## src/shared/dogrh_pkg.sv

```systemverilog
// Package for the grouped digital output register and heartbeat counter.
// Assumes a Modbus engine that decodes function codes and presents word accesses.
package dogrh_pkg;
	localparam int unsigned DATA_W = 16;
	localparam int unsigned ADDR_W = 16;
	localparam int unsigned CHAN_N = 4;
	// Holding register space offset of the grouped output word
	localparam logic [15:0] GROUP_STATE_OFS = 16'h0000;
	// Input register space offset of the heartbeat counter
	localparam logic [15:0] HEARTBEAT_OFS = 16'h0001;
	localparam logic [15:0] GROUP_STATE_RST = 16'h0000;
	localparam logic [15:0] HEARTBEAT_RST = 16'h0000;
	localparam logic [15:0] HEARTBEAT_STEP = 16'h0001;
	localparam logic [3:0] CHAN_MASK = 4'hF;

	typedef enum logic [1:0] {DOGRH_SPACE_COIL, DOGRH_SPACE_INPUT, DOGRH_SPACE_HOLDING, DOGRH_SPACE_DISCRETE} dogrh_space_e;

	typedef struct packed {
		logic valid;
		logic write;
		dogrh_space_e space;
		logic [15:0] addr;
		logic [15:0] wdata;
	} dogrh_req_s;

	typedef struct packed {
		logic hit;
		logic error;
		logic [15:0] rdata;
	} dogrh_rsp_s;
endpackage

```

## src/verilog/dogrh_regs.sv

```systemverilog
// Grouped output-state holding register and transfer heartbeat input register.
// Assumes a Modbus engine on the same clock issuing one-cycle word requests and
// a one-cycle pulse for each host-to-network data transfer.
`timescale 1ns/10ps
module dogrh_regs
(
	input wire logic clock,
	input wire logic sys_rst,
	input wire logic coil_mode_en,
	input wire logic [3:0] coil_state,
	input wire dogrh_pkg::dogrh_req_s req,
	output dogrh_pkg::dogrh_rsp_s rsp,
	input wire logic transfer_pulse,
	output logic [3:0] dout_on,
	output logic grouped_active
);
	logic [3:0] group_reg;
	logic [3:0] group_next;
	logic [15:0] beat_reg;
	logic [15:0] beat_next;
	dogrh_pkg::dogrh_rsp_s rsp_reg;
	dogrh_pkg::dogrh_rsp_s rsp_next;
	logic [3:0] dout_reg;
	logic [3:0] dout_next;
	logic group_hit;
	logic beat_hit;

	// One register slot: valid request, right space, right word offset
	function automatic logic dogrh_slot_match(input dogrh_pkg::dogrh_req_s r, input dogrh_pkg::dogrh_space_e s,
		input logic [15:0] ofs);
		return r.valid && r.space == s && r.addr == ofs;
	endfunction

	// Mode is a single select bit, so both modes can never be live at once
	assign grouped_active = ~coil_mode_en;
	// Holding word is not mapped while coils own the outputs
	assign group_hit = grouped_active
		&& dogrh_slot_match(req, dogrh_pkg::DOGRH_SPACE_HOLDING, dogrh_pkg::GROUP_STATE_OFS);
	// Heartbeat is read-only; a write falls through to the error answer
	assign beat_hit = !req.write
		&& dogrh_slot_match(req, dogrh_pkg::DOGRH_SPACE_INPUT, dogrh_pkg::HEARTBEAT_OFS);

	always_comb
	begin
		group_next = group_reg;
		if (group_hit && req.write)
		begin
			// Whole nibble replaced at once; host must merge unchanged bits
			group_next = req.wdata[3:0] & dogrh_pkg::CHAN_MASK;
		end
	end

	always_comb
	begin
		beat_next = beat_reg;
		if (transfer_pulse)
		begin
			// Natural 16-bit overflow gives the wrap to zero
			beat_next = 16'(beat_reg + dogrh_pkg::HEARTBEAT_STEP);
		end
	end

	// Registered so a mode flip cannot glitch the pins
	always_comb
	begin
		dout_next = coil_mode_en ? coil_state : group_reg;
	end

	always_comb
	begin
		rsp_next.hit = group_hit || beat_hit;
		rsp_next.error = req.valid && !(group_hit || beat_hit);
		rsp_next.rdata = 16'h0000;
		if (group_hit)
		begin
			rsp_next.rdata = {12'h000, group_reg};
		end
		else if (beat_hit)
		begin
			// Count before any same-cycle increment
			rsp_next.rdata = beat_reg;
		end
	end

	always_ff @(posedge clock or posedge sys_rst)
	begin
		if (sys_rst)
		begin
			group_reg <= dogrh_pkg::GROUP_STATE_RST[3:0];
			beat_reg <= dogrh_pkg::HEARTBEAT_RST;
			dout_reg <= dogrh_pkg::GROUP_STATE_RST[3:0];
			rsp_reg <= '0;
		end
		else
		begin
			group_reg <= group_next;
			beat_reg <= beat_next;
			dout_reg <= dout_next;
			rsp_reg <= rsp_next;
		end
	end

	assign dout_on = dout_reg;
	assign rsp = rsp_reg;
endmodule

```

## config.mk

```make
export PLATFORM = sky130hd
export DESIGN_NAME = dogrh_regs
export DESIGN_NICKNAME = d
export VERILOG_FILES = /design/src/shared/dogrh_pkg.sv /design/src/verilog/dogrh_regs.sv
export SDC_FILE = /design/constraint.sdc
export NUM_CORES = 1
export LEC_CHECK = 0
export ABC_AREA = 1
export ABC_CLOCK_PERIOD_IN_PS = 1200
export BUFFER_PORTS_ARGS = -buffer_cell sky130_fd_sc_hd__buf_2
export CAP_MARGIN = 20
export CORE_AREA = 2 2 75 77
export CTS_BUF_LIST = sky130_fd_sc_hd__clkbuf_4
export DETAILED_ROUTE_END_ITERATION = 8
export DIE_AREA = 0 0 77 79
export GPL_TIMING_DRIVEN = 0
export PLACE_DENSITY = 0.67
export SKIP_CTS_REPAIR_TIMING = 1
export SLEW_MARGIN = 10
export SYNTH_ARGS = -nofsm -noshare
export SYNTH_HDL_FRONTEND = slang
export SYNTH_SLANG_ARGS = --single-unit
```

## constraint.sdc

```tcl
create_clock -name clock -period 1.2 [get_ports clock]
set_input_delay 0.18 -clock clock [delete_from_list [all_inputs] [get_ports clock]]
set_output_delay 0.18 -clock clock [all_outputs]
set_load 0.01 [all_outputs]
```

==> summary.md, run 1 <==
• 42 — count of state elements after synthesis
• 0.545 — Seq/Total Area, Yosys
• 1.27 ns — final period demand of the worst path
• 0 — Final Hold Vio Count
• 2.76 mm — post-detail-place hpwl
• 0.35 ns — clock latency reported for the late side of the worst-skew pair
• -0.0659 ns — crit path setup slack, layout
• 2 — Max H-tree Level
• 9 — final setup violating endpoints
• 790 MHz — maximum achievable frequency
• 2 — CTS Buffer Depth
• sky130_fd_sc_hd__dfrtp_1, sky130_fd_sc_hd__nand2_1, sky130_fd_sc_hd__inv_1 — leading cell types by total area after synthesis
• 9.00 um^2 — average footprint of a synthesized cell
• 1.45 ns — required time of the critical path
• 441 uV — VDD IR max
• 6.37 mm — wire length of the first global-routing pass
• 18 — max FFs per register
• 4.26 — drt via density
• sky130_fd_sc_hd__dfrtp_1 — cell type with the largest total area after synthesis
• 259 — net count after synthesis
• 329 — Final #Nets
• 42 — sink count of the clock tree
• 0.00534 mm^2 — standard cell core area
• 54 — count of buffers from port buffering
• 0.132 — total global-route track usage
• input pin to flop — path class of the lowest-slack min-delay path
• 0.354 ns — Worst-Margin Slew
• 0.466 — final core utilization
• sky130_fd_sc_hd__buf_2 — leading cell type in the layout, fill and taps excluded
• 0 — max-slew violation total from the final report
• 29.1% — relative area change from synthesis to final layout
• 0.11 ns — clock-pin slew on the worst setup and hold paths
• 4 — number of detailed-routing iterations run before antenna repair
• 1.51 ns — arrival time of data at the critical path endpoint
• 1520 — count of vias placed by the detailed router
• sky130_fd_sc_hd__buf_2, sky130_fd_sc_hd__nand2_1, sky130_fd_sc_hd__dfrtp_1, sky130_fd_sc_hd__inv_1, sky130_fd_sc_hd__nor2_1 — highest-count cells in the layout ignoring fill and taps
• 10.4 um — wire length per cell after detailed routing
• 28 — maximum number of pins on one net before global-route repair
• 0 — remaining antenna violation count after routing
• 214 — Syn Inst Count
• 1350 mW/mm^2 — total power divided by cell area
• -0.329 ns — setup TNS
• 3.72 mm — drt total wl
• 27 — row count
• 0 — max-capacitance violation count
• 357 — post-route non-filler standard cell count
• flop to flop — Setup CP Type
• 0 — initial antenna violation count
• 0 — total congestion overflow after global routing
• 3 — hold path depth
• 0.396 — layout cell share with drive strength beyond 1
• 4 — highest net fanout along the worst path
• 0 — drt drc
• 0.545 — portion of synthesized cell area occupied by the leading cell type
• 0.907 — routability cong.
• 75 — number of violations reported at the end of detailed-routing iteration 0
• 79 um — y dimension of the die
• built — TritonCTS clock tree
• 77 um — Die X-Extent
• 0.00608 mm^2 — die area
• 0.361 — effective utilization at floorplan
• 5 — TritonCTS buffer count
• flop — type of origin of the critical path
• 1490 — number of global-route vias before repair
• sky130_fd_sc_hd__clkbuf_4 — root buf cell
• setup timing — violations in the final reports
• 6 — Worst Reg2Reg Path Length in Cells
• sky130_fd_sc_hd__dfrtp_1 — prevailing post-synth register cell
• 1.00 — asr flop ratio synth
• 0.764 — Worst slew margin
• 0 — number of synthesized flops with an enable pin
• flop — nature of the critical path endpoint
• 0 — number of antenna repair diodes
• 0 — Synth Warn #
• 1.05 — final worst path period share
• 0.00929 ns — post-route clock skew
• 341 — number of cells in the design after placement
• 20 — unique cell type count in the Yosys netlist
• finished, violations left — outcome
• 67 — Top Ports
• 0.00193 mm^2 — area of the mapped netlist
• yes — unrepaired setup endpoints after global routing
• 0.00137 uW — Leakage Power
[metal layers]
layer	vias up	global-route usage	part of all wire
met2	34	0.218	0.48
li1	793	-	-
met1	685	0.165	0.45
met5	-	0	0
met4	0	0.0589	0.026
met3	8	0.0318	0.042
[power by group]
group,switching [uW],internal (uW)
sequential,232,1610
clock,427,243
combinational,478,366
[cells by family (layout without fill, tap and decap cells)]
group,Yosys count,count (layout),synth area share
xor gates and xnor gates,11,11,0.0500
and+or+nand+nor,116,116,0.299
buffers and inverters,38,109,0.0799
AOI/OAI and AO/OA,6,6,0.0195
adders and majority gates,1,1,0.00649
DFF,42,42,0.545
[worst max-delay path, cell delays in order, from the launching register on]
cell                      delay [ns]
sky130_fd_sc_hd__dfrtp_1        0.42
sky130_fd_sc_hd__buf_4          0.13
sky130_fd_sc_hd__nand3_2        0.10
sky130_fd_sc_hd__nor2_4         0.17
sky130_fd_sc_hd__nand2_4        0.09
sky130_fd_sc_hd__buf_4          0.14
sky130_fd_sc_hd__xor2_1         0.13
[through the flow]
stage / cell area [um^2] / power, uW / setup slack (ns) / hold slack [ns]
after floorplan: 1930 / 2250 / 0.00166 / 0.267
after global placement: 2290 / 2430 / -0.469 / 0.394
after detailed placement: 2310 / 2460 / -0.168 / 0.172
after CTS: 2370 / 3130 / -0.176 / -0.217
after global routing: 2490 / 3590 / -0.163 / 0.0250
final: 2490 / 3350 / -0.0659 / 0.0311
[path summary, 6_finish.rpt]
kind | startpoint | endpoint | slack (ns)
max | beat_reg[1] | beat_reg[7] | -0.07
max in group asynchronous | sys_rst | beat_reg[3] | 0.41
min reg2reg | beat_reg[15] | beat_reg[15] | 0.48
min | coil_state[3] | dout_on[3] | 0.03
max reg2reg | beat_reg[1] | beat_reg[7] | -0.07
min in group asynchronous | sys_rst | rsp[3] | 0.32
[Yosys cell counts (2+ instances only)]
master and number:
sky130_fd_sc_hd__nor2_4 4, sky130_fd_sc_hd__dfrtp_1 42, sky130_fd_sc_hd__xor2_1 11, sky130_fd_sc_hd__o21ai_2 2
sky130_fd_sc_hd__nor2_2 14, sky130_fd_sc_hd__nand4_1 8, sky130_fd_sc_hd__nand2_1 51, sky130_fd_sc_hd__inv_2 3
sky130_fd_sc_hd__nor3_1 3, sky130_fd_sc_hd__nor2_1 20, sky130_fd_sc_hd__nand3_1 9, sky130_fd_sc_hd__nand3_2 3
sky130_fd_sc_hd__o21ai_0 4, sky130_fd_sc_hd__inv_1 33, sky130_fd_sc_hd__nand2_2 2
[cell type report]
cell class / instances / area (um^2)
multi-input cells: 134 / 779
plain buffers: 2 / 18.8
repair buffers: 63 / 353
flip-flops and latches: 42 / 1050
well taps: 72 / 90.1
clock inverters: 2 / 8.76
fillers: 538 / 2850
clock buffers: 6 / 45.0
inverters: 36 / 138
Power figures use the tool's default switching activity.
==> run 2: changes to the inputs <==
--- a/config.mk
+++ b/config.mk
@@ -7,14 +7,14 @@
 export LEC_CHECK = 0
 export ABC_AREA = 1
 export ABC_CLOCK_PERIOD_IN_PS = 1200
-export BUFFER_PORTS_ARGS = -buffer_cell sky130_fd_sc_hd__buf_2
 export CAP_MARGIN = 20
 export CORE_AREA = 2 2 75 77
 export CTS_BUF_LIST = sky130_fd_sc_hd__clkbuf_4
 export DETAILED_ROUTE_END_ITERATION = 8
 export DIE_AREA = 0 0 77 79
+export DONT_BUFFER_PORTS = 1
 export GPL_TIMING_DRIVEN = 0
-export PLACE_DENSITY = 0.67
+export PLACE_DENSITY = 0.56
 export SKIP_CTS_REPAIR_TIMING = 1
 export SLEW_MARGIN = 10
 export SYNTH_ARGS = -nofsm -noshare
==> run 2 against run 1 <==
  * The run still ends with setup timing left
  * Fmax shrank 0.60%
  * Core utilization shrank 2.3 points
  * Global-route usage grew 0.14 points
  * Highest routed layer unchanged
==> summary.md, run 2 (same netlist as run 1, synthesis figures left out) <==
• 2 — Max H-tree Level
• -0.07 ns — worst setup slack for register-to-register paths
• 12.3 um — wire length per cell after detailed routing
• flop — nature of the critical path endpoint
• 0.00237 mm^2 — Post-Layout Inst Area
• 537 — fill cell total of the finished layout
• 7 — Worst Reg2Reg Path Length in Cells
• beat_reg[1] — R2R Path Start
• 2240 uW — cell-internal power
• 0 — count of buffers from port buffering
• 67 — Top Ports
• 2 — CTS Buffer Depth
• 0.341 — Sw Share
• 0.452 ns — Worst-Margin Slew
• 0 — number of antenna repair diodes
• flop — type of origin of the critical path
• yes — unrepaired setup endpoints after global routing
• 1.44 ns — required time of the critical path
• 1411 — count of vias placed by the detailed router
• 0.00118 uW — Leakage Power
• 0.11 ns — clock-pin slew on the worst setup and hold paths
• 61 — number of violations reported at the end of detailed-routing iteration 0
• ha_2 > nand2_2 > inv_4 > nand3_4 > nor2_4 > nand2_2 > xor2_1 — Critical Path, Cell by Cell
• 0 — remaining antenna violation count after routing
• 0.698 — Worst slew margin
• 3.85 mm — drt total wl
• 0.0100 ns — post-route clock skew
• beat_reg[1] — start point of the critical path
• 314 — post-route non-filler standard cell count
• 6.28 mm — wire length of the first global-routing pass
• 77 um — Die X-Extent
• input pin to flop — path class of the lowest-slack min-delay path
• sky130_fd_sc_hd__nand2_1 — leading cell type in the layout, fill and taps excluded
• 0 — initial antenna violation count
• 1370 — number of global-route vias before repair
• 4 — highest net fanout along the worst path
• 4.49 — drt via density
• 785 MHz — maximum achievable frequency
• 0.206 — clock network fraction of total power
• 1430 mW/mm^2 — total power divided by cell area
• sky130_fd_sc_hd__clkbuf_4 — root buf cell
• 0.43 ns — crit-path max cell delay
• sky130_fd_sc_hd__nand2_1, sky130_fd_sc_hd__dfrtp_1, sky130_fd_sc_hd__inv_1, sky130_fd_sc_hd__nor2_1, sky130_fd_sc_hd__dlygate4sd3_1 — highest-count cells in the layout ignoring fill and taps
• built — TritonCTS clock tree
• 24 — maximum number of pins on one net before global-route repair
• 0.00105 mm^2 — area occupied by registers
• setup timing — violations in the final reports
• 0 — max-slew violation total from the final report
• 1.51 ns — arrival time of data at the critical path endpoint
• 0.00205 mm^2 — Post-Place Cell Area
• 0.244 — layout cell share with drive strength beyond 1
• 4 — number of detailed-routing iterations run before antenna repair
• 510 uV — VDD IR max
• sky130_fd_sc_hd__nand2_2 — cell seen most often among critical-path stages
• 0.133 — total global-route track usage
• 22.8% — relative area change from synthesis to final layout
• 42 — sink count of the clock tree
• sky130_fd_sc_hd__dfrtp_1 — master of the slowest instance on the critical path
• 2.75 mm — post-detail-place hpwl
• 287 — number of cells in the design after placement
• 0.793 — routability cong.
• finished, violations left — outcome
• 79 um — y dimension of the die
• 0.548 — share of power burned in registers
• 0 — Final Hold Vio Count
• flop to flop — Setup CP Type
• -0.0736 ns — crit path setup slack, layout
• 7 — final setup violating endpoints
• 1160 uW — Net Switching
• 0.35 ns — clock latency reported for the late side of the worst-skew pair
• 0.00534 mm^2 — standard cell core area
• 287 — Final #Nets
• beat_reg[12] — capturing instance or port of the critical path
• 0.361 — effective utilization at floorplan
• 1.06 — final worst path period share
• 27 — row count
• 18 — max FFs per register
• 1.27 ns — final period demand of the worst path
• beat_reg[12] — reg-to-reg critical path endpoint
• 0.247 — portion of total power attributed to combinational logic
• 0.00608 mm^2 — die area
• 0 — total congestion overflow after global routing
• 0 — max-capacitance violation count
• 0 — drt drc
• 5 — TritonCTS buffer count
• 797 um^2 — multi-input gate area in the final layout
## run 2: cell count changes in the layout (fill, tap and decap cells not counted), moves of 2 or more
cell / delta
sky130_fd_sc_hd__buf_2: -54
sky130_fd_sc_hd__nand2_2: +2
sky130_fd_sc_hd__buf_4: -2
sky130_fd_sc_hd__dlygate4sd3_1: +13
sky130_fd_sc_hd__nand2_1: -2
## run 2: critical path, delay by kind of cell, from the launching register on
family,cells,cell delay (ns)
XOR/XNOR,1,0.15
flip-flops,1,0.43
adder cells (fa/ha/maj),1,0.20
buffers and inverters,1,0.08
AND/OR/NAND/NOR,4,0.31
## run 2: through the flow
| stage | utilization | hold slack (ns) | power (uW) | setup TNS, ns | worst slack, ns |
|---|---|---|---|---|---|
| final | 0.443 | 0.0356 | 3390 | -0.301 | -0.0736 |
| after floorplan | - | 0.267 | 2250 | 0 | 0.00166 |
| after detailed placement | 0.384 | 0.101 | 2390 | -0.518 | -0.134 |
| after global placement | 0.379 | 0.270 | 2360 | -19.29 | -0.450 |
| after global routing | 0.443 | 0.0480 | 3620 | -1.15 | -0.164 |
| after CTS | 0.394 | -0.285 | 3080 | -0.626 | -0.154 |
## run 2: worst min path at each step
| stage | from | to | slack (ns) | cells past startpoint |
|---|---|---|---|---|
| 4_1_cts | sys_rst | rsp[10] | -0.28 | 1 |
| 2_1_floorplan | transfer_pulse | beat_reg[0] | 0.27 | 1 |
| 3_3_place_gp | transfer_pulse | beat_reg[0] | 0.27 | 1 |
| 5_1_grt | transfer_pulse | beat_reg[1] | 0.05 | 3 |
| 3_5_place_dp | sys_rst | dout_on[0] | 0.10 | 1 |
| 6_report | transfer_pulse | beat_reg[1] | 0.04 | 3 |
## run 2: layout make-up
| class | instances | share of cell area |
|---|---|---|
| Buffer | 2 | 0.00793 |
| Clock buffer | 7 | 0.0222 |
| Inverter | 36 | 0.0582 |
| Multi-Input combinational cell | 134 | 0.337 |
| Sequential cell | 42 | 0.445 |
| Tap cell | 72 | 0.0381 |
| Timing Repair Buffer | 21 | 0.0915 |
## run 2: routing by layer
metal	vias to the layer above	track usage	routed length [um]
li1	714	-	-
met1	659	0.170	1750
met2	32	0.207	1840
met3	6	0.0409	199
met4	0	0.0625	58
met5	-	0	0
## run 2: power groups by stage
| stage | Clock, uW | Sequential (uW) | Combinational [uW] |
|---|---|---|---|
| floorplan | 0 | 1800 | 459 |
| finish | 698 | 1860 | 836 |
| CTS | 717 | 1820 | 544 |
| global placement | 0 | 1850 | 518 |
| global route | 781 | 1890 | 953 |
| detailed placement | 0 | 1850 | 542 |
